[config.mk]
export PLATFORM = sky130hd
export DESIGN_NAME = uls_supervisor
export DESIGN_NICKNAME = d
export VERILOG_FILES = /design/src/rtl/uls_pkg.sv /design/src/rtl/uls_supervisor.sv /design/src/rtl/uls_tick_div.sv
export SDC_FILE = /design/constraint.sdc
export NUM_CORES = 1
export LEC_CHECK = 0
export BUFFER_PORTS_ARGS = -buffer_cell sky130_fd_sc_hd__buf_4
export CORE_MARGIN = 4
export CORE_UTILIZATION = 52
export CTS_CLUSTER_DIAMETER = 100
export DETAILED_ROUTE_END_ITERATION = 6
export HOLD_SLACK_MARGIN = 0.15
export PLACE_DENSITY_LB_ADDON = 0.15
export SLEW_MARGIN = 20
export SYNTH_ARGS = -nofsm -noshare
export SYNTH_HDL_FRONTEND = slang
export SYNTH_HIERARCHICAL = 1
export SYNTH_SLANG_ARGS = --single-unit
[constraint.sdc]
create_clock -name pclk -period 2.2 [get_ports pclk]
set_clock_uncertainty 0.1 [all_clocks]
set_input_delay 0.33 -clock pclk [delete_from_list [all_inputs] [get_ports pclk]]
set_output_delay 0.33 -clock pclk [all_outputs]
set_load 0.03 [all_outputs]
[src/rtl/uls_pkg.sv]
// Notes on behaviour
// The USB station number is 0 to 31, is 0 after initialisation, and is the device's own USB address.
// With a check interval of zero, USB keeps working but entering panel operation mode trips the USB link fault and shuts off the output.
// The code does not trip when panel mode is entered by the same control write that gives the drive reset.
// An interval of 0.1 to 999.8 s trips the fault after that long without traffic; 9999, the initial value, disables the check.
// The code trips one 0.1 s tick later than that, and starts timing only at the first transaction after a reset.
// A new station number or check interval takes effect only after power-up or a drive reset; power-up in the code loads the initial values instead.
// The USB link runs full speed at 12 Mbps and the host talks at that rate.
// Command source 9999, the initial value, lets USB work in panel operation mode as soon as a cable is attached.
// Command source 3 takes panel-mode commands only from the USB connector.
// The panel-port station range is 0-31 for protocol 0, 0-247 for protocol 1 and 0-127 for protocol 2.
// A panel-port station number outside the range for the selected protocol is replaced by the initial value.
// Drives sharing one operator terminal must each be given a distinct panel-port station number first.
// With automatic connection the device talks to the terminal using only station number and wiring.
// Every valid USB transaction restarts the no-traffic timer, and the fault holds until a drive reset.
package uls_pkg;
    // Register byte offsets
    localparam logic [7:0] ULS_OFS_USB_STATION = 8'h00;
    localparam logic [7:0] ULS_OFS_USB_CHECK   = 8'h04;
    localparam logic [7:0] ULS_OFS_CMD_SOURCE  = 8'h08;
    localparam logic [7:0] ULS_OFS_PANEL_STN   = 8'h0c;
    localparam logic [7:0] ULS_OFS_PROTOCOL    = 8'h10;
    localparam logic [7:0] ULS_OFS_CONTROL     = 8'h14;
    localparam logic [7:0] ULS_OFS_STATUS      = 8'h18;
    localparam logic [7:0] ULS_OFS_ACTIVE      = 8'h1c;

    // Settings, interval in 0.1 s units
    localparam logic [13:0] ULS_DISABLED      = 14'h270f;
    localparam logic [13:0] ULS_CHECK_MAX     = 14'h270e;
    localparam logic [13:0] ULS_CHECK_ZERO    = 14'h0000;
    localparam logic [4:0]  ULS_USB_STN_INIT  = 5'h00;
    localparam logic [7:0]  ULS_PANEL_STN_INIT = 8'h00;
    localparam logic [7:0]  ULS_STN_MAX_VENDOR = 8'h1f;
    localparam logic [7:0]  ULS_STN_MAX_MODBUS = 8'hf7;
    localparam logic [7:0]  ULS_STN_MAX_BACNET = 8'h7f;
    localparam logic [1:0]  ULS_PROTO_VENDOR  = 2'h0;
    localparam logic [1:0]  ULS_PROTO_MODBUS  = 2'h1;
    localparam logic [1:0]  ULS_PROTO_BACNET  = 2'h2;
    localparam logic [13:0] ULS_SRC_USB_ONLY  = 14'h0003;
    localparam logic [13:0] ULS_SRC_AUTO      = 14'h270f;

    // Control and status bit positions
    localparam int ULS_CTL_RESET_BIT  = 0;
    localparam int ULS_CTL_PANEL_BIT  = 1;
    localparam int ULS_CTL_AUTO_BIT   = 2;
    localparam int ULS_ST_FAULT_BIT   = 0;
    localparam int ULS_ST_SHUT_BIT    = 1;
    localparam int ULS_ST_USBCMD_BIT  = 2;
    localparam int ULS_ST_ATTACH_BIT  = 3;

    // Timing
    localparam int ULS_CLK_HZ        = 250_000_000;
    localparam int ULS_TICK_MS       = 100;
    localparam int ULS_TICK_CYCLES   = ULS_CLK_HZ / 1000 * ULS_TICK_MS;
    localparam int ULS_USB_BPS       = 12_000_000;

    typedef enum logic [2:0]
    {
        ULS_ST_IDLE  = 3'b001,
        ULS_ST_WATCH = 3'b010,
        ULS_ST_FAULT = 3'b100
    } uls_state_e;
endpackage

[src/rtl/uls_supervisor.sv]
// The implementer's own choices: the APB slave port and the register addresses.
`timescale 1ns/1ps
`default_nettype none
module uls_supervisor #(
    parameter int TICK_CYCLES = uls_pkg::ULS_TICK_CYCLES
) (
    // Clock and reset
    input  wire logic        pclk,
    input  wire logic        presetn,
    // APB slave
    input  wire logic        psel,
    input  wire logic        penable,
    input  wire logic        pwrite,
    input  wire logic [7:0]  paddr,
    input  wire logic [31:0] pwdata,
    output logic [31:0]      prdata,
    output logic             pready,
    output logic             pslverr,
    // USB core status, from the link's own clock domain
    input  wire logic        usb_txn_toggle,
    input  wire logic        usb_attached,
    // Drive outputs
    output logic [4:0]       usb_address,
    output logic [7:0]       panel_station_active,
    output logic             usb_link_fault,
    output logic             output_shutoff,
    output logic             usb_command_only,
    output logic             usb_panel_enable
);
    import uls_pkg::*;

    // Software-written settings (USB station and check interval pending)
    logic [4:0]  usb_stn_reg,    usb_stn_next;
    logic [13:0] check_reg,      check_next;
    logic [13:0] cmd_src_reg,    cmd_src_next;
    logic [7:0]  panel_stn_reg,  panel_stn_next;
    logic [1:0]  proto_reg,      proto_next;
    logic        panel_mode_reg, panel_mode_next;
    logic        auto_conn_reg,  auto_conn_next;
    // Settings in effect since the last drive reset, then watchdog, sync and bus state
    logic [4:0]  act_stn_reg,    act_stn_next;
    logic [13:0] act_check_reg,  act_check_next;
    logic [13:0] tick_cnt_reg,   tick_cnt_next;
    logic        fault_reg,      fault_next;
    logic        panel_d_reg,    panel_d_next;
    logic        drv_rst_reg,    drv_rst_next;
    uls_state_e  state_reg,      state_next;
    logic [2:0]  txn_sync_reg;
    logic [1:0]  att_sync_reg;
    logic [31:0] rdata_reg,      rdata_next;
    logic        txn_pulse;
    logic        tick;
    logic        wr_en;
    logic        rd_en;
    logic        addr_ok;

    function automatic logic [7:0] stn_limit(input logic [1:0] proto);
        case (proto)
            ULS_PROTO_VENDOR: stn_limit = ULS_STN_MAX_VENDOR;
            ULS_PROTO_MODBUS: stn_limit = ULS_STN_MAX_MODBUS;
            ULS_PROTO_BACNET: stn_limit = ULS_STN_MAX_BACNET;
            default:          stn_limit = ULS_STN_MAX_VENDOR;
        endcase
    endfunction

    function automatic logic known_addr(input logic [7:0] a);
        known_addr = (a == ULS_OFS_USB_STATION) || (a == ULS_OFS_USB_CHECK) ||
                     (a == ULS_OFS_CMD_SOURCE) || (a == ULS_OFS_PANEL_STN) ||
                     (a == ULS_OFS_PROTOCOL) || (a == ULS_OFS_CONTROL) ||
                     (a == ULS_OFS_STATUS) || (a == ULS_OFS_ACTIVE);
    endfunction

    // Zero-wait APB: every access ends in its first access cycle
    assign addr_ok = known_addr(paddr);
    assign pready  = 1'b1;
    assign pslverr = psel && penable && !addr_ok;
    assign wr_en   = psel && penable && pwrite && addr_ok;
    assign rd_en   = psel && !penable && !pwrite;
    assign prdata  = rdata_reg;

    // Transaction events arrive as a toggle from the full-speed USB domain
    always_ff @(posedge pclk or negedge presetn)
    begin
        if (!presetn)
        begin
            txn_sync_reg <= 3'h0;
            att_sync_reg <= 2'h0;
        end
        else
        begin
            txn_sync_reg <= {txn_sync_reg[1:0], usb_txn_toggle};
            att_sync_reg <= {att_sync_reg[0], usb_attached};
        end
    end
    assign txn_pulse = txn_sync_reg[2] ^ txn_sync_reg[1];

    uls_tick_div #(
        .TICK_CYCLES(TICK_CYCLES)
    ) u_tick (
        .pclk    (pclk),
        .presetn (presetn),
        .restart (txn_pulse || drv_rst_reg),
        .tick    (tick)
    );

    always_comb
    begin
        usb_stn_next    = usb_stn_reg;
        check_next      = check_reg;
        cmd_src_next    = cmd_src_reg;
        panel_stn_next  = panel_stn_reg;
        proto_next      = proto_reg;
        panel_mode_next = panel_mode_reg;
        auto_conn_next  = auto_conn_reg;
        drv_rst_next    = 1'b0;
        rdata_next      = rdata_reg;
        if (wr_en)
        begin
            case (paddr)
                ULS_OFS_USB_STATION:
                begin
                    if (pwdata[7:0] <= 8'(ULS_STN_MAX_VENDOR))
                        usb_stn_next = pwdata[4:0];
                end
                ULS_OFS_USB_CHECK:
                begin
                    if (pwdata[13:0] <= ULS_CHECK_MAX || pwdata[13:0] == ULS_DISABLED)
                        check_next = pwdata[13:0];
                end
                ULS_OFS_CMD_SOURCE: cmd_src_next   = pwdata[13:0];
                ULS_OFS_PANEL_STN:  panel_stn_next = pwdata[7:0];
                ULS_OFS_PROTOCOL:   proto_next     = pwdata[1:0];
                ULS_OFS_CONTROL:
                begin
                    drv_rst_next    = pwdata[ULS_CTL_RESET_BIT];
                    panel_mode_next = pwdata[ULS_CTL_PANEL_BIT];
                    auto_conn_next  = pwdata[ULS_CTL_AUTO_BIT];
                end
                default: ;
            endcase
        end
        if (rd_en)
        begin
            case (paddr)
                ULS_OFS_USB_STATION: rdata_next = {27'h0, usb_stn_reg};
                ULS_OFS_USB_CHECK:   rdata_next = {18'h0, check_reg};
                ULS_OFS_CMD_SOURCE:  rdata_next = {18'h0, cmd_src_reg};
                ULS_OFS_PANEL_STN:   rdata_next = {24'h0, panel_stn_reg};
                ULS_OFS_PROTOCOL:    rdata_next = {30'h0, proto_reg};
                ULS_OFS_CONTROL:     rdata_next = {29'h0, auto_conn_reg, panel_mode_reg, 1'b0};
                ULS_OFS_STATUS:      rdata_next = {28'h0, att_sync_reg[1], usb_command_only,
                                                   fault_reg, fault_reg};
                ULS_OFS_ACTIVE:      rdata_next = {3'h0, act_stn_reg, 10'h0, act_check_reg};
                default:             rdata_next = 32'h0;
            endcase
        end
    end

    // Watchdog on settings latched at drive reset
    always_comb
    begin
        act_stn_next   = act_stn_reg;
        act_check_next = act_check_reg;
        tick_cnt_next  = tick_cnt_reg;
        fault_next     = fault_reg;
        panel_d_next   = panel_mode_reg;
        state_next     = state_reg;
        if (drv_rst_reg)
        begin
            act_stn_next   = usb_stn_reg;
            act_check_next = check_reg;
            tick_cnt_next  = 14'h0;
            fault_next     = 1'b0;
            state_next     = ULS_ST_IDLE;
        end
        else
        begin
            case (state_reg)
                ULS_ST_IDLE:
                begin
                    tick_cnt_next = 14'h0;
                    if (act_check_reg == ULS_CHECK_ZERO)
                    begin
                        if (panel_mode_reg && !panel_d_reg)
                            state_next = ULS_ST_FAULT;
                    end
                    else if (act_check_reg != ULS_DISABLED && txn_pulse)
                        state_next = ULS_ST_WATCH;
                end
                ULS_ST_WATCH:
                begin
                    if (txn_pulse)
                        tick_cnt_next = 14'h0;
                    else if (tick)
                    begin
                        tick_cnt_next = tick_cnt_reg + 14'h1;
                        if (tick_cnt_reg >= act_check_reg)
                            state_next = ULS_ST_FAULT;
                    end
                end
                ULS_ST_FAULT: fault_next = 1'b1;
                default:      state_next = ULS_ST_IDLE;
            endcase
        end
    end

    always_ff @(posedge pclk or negedge presetn)
    begin
        if (!presetn)
        begin
            usb_stn_reg    <= ULS_USB_STN_INIT;
            check_reg      <= ULS_DISABLED;
            cmd_src_reg    <= ULS_SRC_AUTO;
            panel_stn_reg  <= ULS_PANEL_STN_INIT;
            proto_reg      <= ULS_PROTO_VENDOR;
            panel_mode_reg <= 1'b0;
            auto_conn_reg  <= 1'b0;
            drv_rst_reg    <= 1'b0;
            rdata_reg      <= 32'h0;
            act_stn_reg    <= ULS_USB_STN_INIT;
            act_check_reg  <= ULS_DISABLED;
            tick_cnt_reg   <= 14'h0;
            fault_reg      <= 1'b0;
            panel_d_reg    <= 1'b0;
            state_reg      <= ULS_ST_IDLE;
        end
        else
        begin
            usb_stn_reg    <= usb_stn_next;
            check_reg      <= check_next;
            cmd_src_reg    <= cmd_src_next;
            panel_stn_reg  <= panel_stn_next;
            proto_reg      <= proto_next;
            panel_mode_reg <= panel_mode_next;
            auto_conn_reg  <= auto_conn_next;
            drv_rst_reg    <= drv_rst_next;
            rdata_reg      <= rdata_next;
            act_stn_reg    <= act_stn_next;
            act_check_reg  <= act_check_next;
            tick_cnt_reg   <= tick_cnt_next;
            fault_reg      <= fault_next;
            panel_d_reg    <= panel_d_next;
            state_reg      <= state_next;
        end
    end

    assign usb_address    = act_stn_reg;
    assign usb_link_fault = fault_reg;
    assign output_shutoff = fault_reg;
    // Out-of-range panel station falls back to the initial value
    assign panel_station_active = (panel_stn_reg <= stn_limit(proto_reg)) ?
                                  panel_stn_reg : ULS_PANEL_STN_INIT;
    // Auto connection needs nothing beyond the station number
    assign usb_command_only = panel_mode_reg && (cmd_src_reg == ULS_SRC_USB_ONLY);
    assign usb_panel_enable = att_sync_reg[1] &&
                              (cmd_src_reg == ULS_SRC_AUTO || cmd_src_reg == ULS_SRC_USB_ONLY);
endmodule
`default_nettype wire

[src/rtl/uls_tick_div.sv]
`timescale 1ns/1ps
`default_nettype none
module uls_tick_div #(
    parameter int TICK_CYCLES = uls_pkg::ULS_TICK_CYCLES
) (
    // Clock and reset
    input  wire logic pclk,
    input  wire logic presetn,
    // Control
    input  wire logic restart,
    output logic      tick
);
    import uls_pkg::*;

    logic [31:0] cnt_reg;
    logic [31:0] cnt_next;
    logic        tick_reg;
    logic        tick_next;

    assign tick = tick_reg;

    always_comb
    begin
        cnt_next  = cnt_reg + 32'h1;
        tick_next = 1'b0;
        if (restart)
        begin
            cnt_next = 32'h0;
        end
        else if (cnt_reg == 32'(TICK_CYCLES - 1))
        begin
            cnt_next  = 32'h0;
            tick_next = 1'b1;
        end
    end

    always_ff @(posedge pclk or negedge presetn)
    begin
        if (!presetn)
        begin
            cnt_reg  <= 32'h0;
            tick_reg <= 1'b0;
        end
        else
        begin
            cnt_reg  <= cnt_next;
            tick_reg <= tick_next;
        end
    end
endmodule
`default_nettype wire

-- Yosys cells after proc, flatten, opt, wreduce, memory -nomap -nowiden
Cells that the tools add are included.
- flip-flop bits (word level): 154
- input port bits: 47
- output and inout port bits: 51
- word-level logic and storage cells: 109
- add/subtract/negate cells: 2
- $lt $le $gt $ge: 4
- eq/ne operators: 24
- mux-type cells: 23
- bitwise operators: 1
- reductions and logical operators: 36
- operators by type and width (cell ; count):
    $pmux 29 s8 ; 1
    $mux 32 ; 2
    $mux 14 ; 3
    $add 32x1->32 const B ; 1
    $eq 32x25->1 const B ; 1
    $eq 8x5->1 const B ; 4
    $eq 14x14->1 const B ; 2
    $pmux 14 s2 ; 1
    $mux 3 ; 7
    $eq 8x4->1 const B ; 2
    $pmux 8 s2 ; 1
    $add 14x1->14 const B ; 1
    $eq 14x2->1 const B ; 1
    $ge 14x14->1 ; 1
    $le 14x14->1 const B ; 1
    $logic_not 14->1 ; 1
    $ne 14x14->1 const B ; 1
    $logic_and 1x1->1 ; 10
    $logic_or 1x1->1 ; 10
    $reduce_and 2->1 ; 5
    $pmux 3 s3 ; 1
    $eq 8x3->1 const B ; 1
    $le 8x5->1 const B ; 1
    $le 8x8->1 ; 1
    19 further kinds ; 30

-- Longest topological paths before layout
- depth after elaboration: 10
- mapped depth: 8
- gate-level depth less buffers: 8

-- By module
The synthesis kept the hierarchy.
- modules (own cells, without submodules) (module ; times used ; cells each ; area each (sq um) ; seq. area each (sq um)):
    uls_supervisor ; 1 ; 524 ; 5585.4 ; 2733.9
    uls_tick_div ; 1 ; 175 ; 1736.7 ; 825.8

-- Worst setup path after synthesis
No wires, ideal clock.
- path kind: register to output
- start: register proto_reg[0]
- end: output port panel_station_active[0]
- arrival: 1.909 ns
- data required time: 1.770 ns
- slack: -0.139 ns
- cell stages (with the launch flop): 7
- path buffers: 0
- path through: dfrtp_1 -> ha_1 -> ha_1 -> a21oi_1 -> o22ai_1 -> o22a_1 -> nor2b_1
- longest elaborated chain between the ends: 4
- elaborated cells on any way between the ends: 5
- those cells by class: 1 x order compare; 2 x eq/ne; 2 x mux
- ends and longest elaborated chain (what ; RTL line ; text):
    start, declared ; uls_supervisor.sv:37 ; logic [1:0] proto_reg, proto_next;
    start signal, assigned ; uls_supervisor.sv:233 ; proto_reg <= proto_next;
    $eq 2x2->1 / $eq 2x1->1 (equally long branches) ; uls_supervisor.sv:58 ; case (proto)
    $pmux 8 s2 * ; uls_supervisor.sv:58 ;
    $le 8x8->1 * ; uls_supervisor.sv:251 ; assign panel_station_active = (panel_stn_reg <= stn_limit(proto_reg)) ?
    $mux 8 * ; uls_supervisor.sv:251 ;
    end, declared ; uls_supervisor.sv:24 ; output logic [7:0] panel_station_active,
Every way passes the cells marked *; elsewhere a longest branch is shown, timed or not.

-- Worst setup path in the final report
- start: register proto_reg[1]
- end: output port panel_station_active[4]
The elaborated chain is that of the path after synthesis.

==> run metrics <==
most frequent cells in the layout dfrtp_1 (116), buf_4 (115), nand2_1 (64); Worst EP required 1.77 ns; clk_lat worst skew 0.42 ns; Yosys cell types 69; Setup WS pre-CTS -0.0673 ns; drt first pass iters 6; ant diodes 0; die height 127 um; RSZ-0062 raised after global routing yes; met3 GRT Util slightly above 6%; ys async rst share 100%; Largest register FFs 32; syn avg cell area 10.5 um^2; WP buf/inv 2; Crit Path Class flop to output port; antenna violations before repair 0; Placer Congestion a little over 0.9; met1 global-route usage a little under a third; Syn Inst Count 699; Hold WS roughly 0.25 ns; mux cell area share after synthesis 8.08%; Remaining Overflow, GRT 0; row count 43; Chip Width 127 um; achievable frequency 0.386 GHz; Peak VDD IR between 0.6 and 0.7 mV; Area Overhead vs Synth 26.8%; TritonCTS clock tree yes; DP Wirelength 12800 um; Clock Sinks approximately 140; final hold violations 0; Synth warnings 6; H-tree depth 4; Iteration-0 DRC Markers 412; vias in the first global route between 5000 and 6000; DIE AREA 16000 um^2; post-synthesis sequential area ratio between 40 and 50%; wire length per cell 17.9 um; max_slew headroom 60.7%; Adder-Cell Fraction of Synth Area around 3.6%; Period minus WS final 2.59 ns; synthesized area 7320 um^2; cell count along the critical path 8; status finished, violations left; Max Cap Viol 0; Vias/cell 5.77; slowest stage cell, crit path dfrtp_1; all-layer global routing usage a little under a quarter; overall power ~6.5 mW; Synth Area in XOR/XNOR 4.07%; CP most frequent cell ha_4; Synth Area in Simple Gates 20.6%; violated checks negative setup slack; # fillers ~1000; Detailed Route WL 18300 um; flip-flop and latch count after synthesis 141; clock buffer depth 2; Worst R2R Path Depth 6; Worst EP arrival 2.16 ns; PnR worst setup slack -0.392 ns; Initial Util 53.0%; Fin Setup TNS -3.26 ns; max-slew violations 0; Least-Margin Pin Slew around 0.59 ns; met2 usage 38.3%; largest family of logic cells by synthesized area simple AND/OR/NAND/NOR gates; CP max stage delay about 0.39 ns; top_reg_cell synth dfrtp_1; pwr/cell area slightly below 700 nW/um^2; # IOs slightly below 100; Compound-Gate Fraction of Synth Area 9.79%; Critical Path, Cell by Cell inv_2 -> ha_4 -> ha_4 -> nand4_1 -> o22ai_1 -> o22a_2 -> nor2b_1 -> buf_4; # setup viols final 10; vias 5881; number of synthesized flops with an enable pin 0; post-route ant nets 0; core area 13800 um^2; GRT busiest layer met2; DRC 0; Critical Path Sink Type output port; Clock Tree Root clkbuf_16; layout cells sized above 1 roughly a third; fin crit share 118%; P_leak 4.16 nW; largest net degree at the start of global routing 65; TritonCTS Buffers 17; CP max FO 8; clock transition at the registers of the reported paths 0.06 ns; WHS Path Cells 0; commonest non-fill, non-tap cell in the layout dfrtp_1; Hold Path Class flop to flop; # port buffers 65; fin nets 895; crit-path leading delay family adder cells; Worst setup SP type flop; first-pass GRT wire length 29900 um
## worst register-to-register path: cells and delay by family, from the launching register on
kind | cells | cell delay [ns]
compound gates | 2 | 0.71
flops | 1 | 0.44
simple gates | 4 | 0.78
## power by group
part           total [mW]  internal [mW]  switching [mW]
clock network        2.91           1.83            1.08
registers            2.72           2.67          0.0576
logic               0.828          0.332           0.496
## routing by layer
layer	share of wire (%)	vias to the layer above
met5	0	-
met4	1.8	0
met3	5.8	30
met2	49	172
met1	43	2933
li1	-	2746
## final cells by class
cell class	instances	area, um^2	area share [%]
clock buffer	20	457	4.92
multi-input combinational	501	3660	39.4
sequential	141	3560	38.4
clock inverter	12	144	1.55
tap	180	225	2.43
inverter	27	101	1.09
timing repair buffer	139	1140	12.3
## Yosys cell counts (16+ instances only)
master   instances  area (um^2)
nor2_1          59          221
o21ai_0         30          150
xor2_1          18          158
xnor2_1         16          140
ha_1            21          263
nand4_1         19          119
nor3_1          17         85.1
dfstp_2         25          657
a21oi_1         25          125
buf_4           19          143
inv_1           27          101
mux2_2          49          552
nand3_1         25          125
nand2_1         64          240
dfrtp_1        116         2900
## final timing paths
kind / from / end / slack [ns]
min: txn_sync_reg[0] / txn_sync_reg[1] / 0.25
max: proto_reg[1] / panel_station_active[4] / -0.39
max in group asynchronous: presetn / check_reg[8] / 0.96
max reg2reg: act_check_reg[12] / state_reg[0] / 0.09
min in group asynchronous: presetn / prdata[28] / 0.36
min reg2reg: txn_sync_reg[0] / txn_sync_reg[1] / 0.25
## cell families after synthesis
logic type / Yosys count
adder cells (fa/ha/maj): 21
XOR/XNOR: 34
AND/OR/NAND/NOR: 272
flip-flops: 141
AO/OA/AOI/OAI: 107
other: 2
multiplexers: 53
buffers and inverters: 69
## stage by stage
stage               utilization, %  instance area, um^2  std cells
global route                  67.1                 9280       1020
global placement              59.5                 8220        964
detailed placement            59.5                 8220        964
floorplan                        -                 7370        711
CTS                           65.9                 9110       1016
finish                        67.1                 9280       1020
## repair_timing
action                                  4_1_cts  5_1_grt
gates resized for setup                      15       24
endpoints found under the hold margin        90        0
buffers inserted                              3        4
hold buffers                                 17        0
endpoints found under the setup margin       13       14
pin swaps                                     8       11
(Power assumes the default switching activity.)
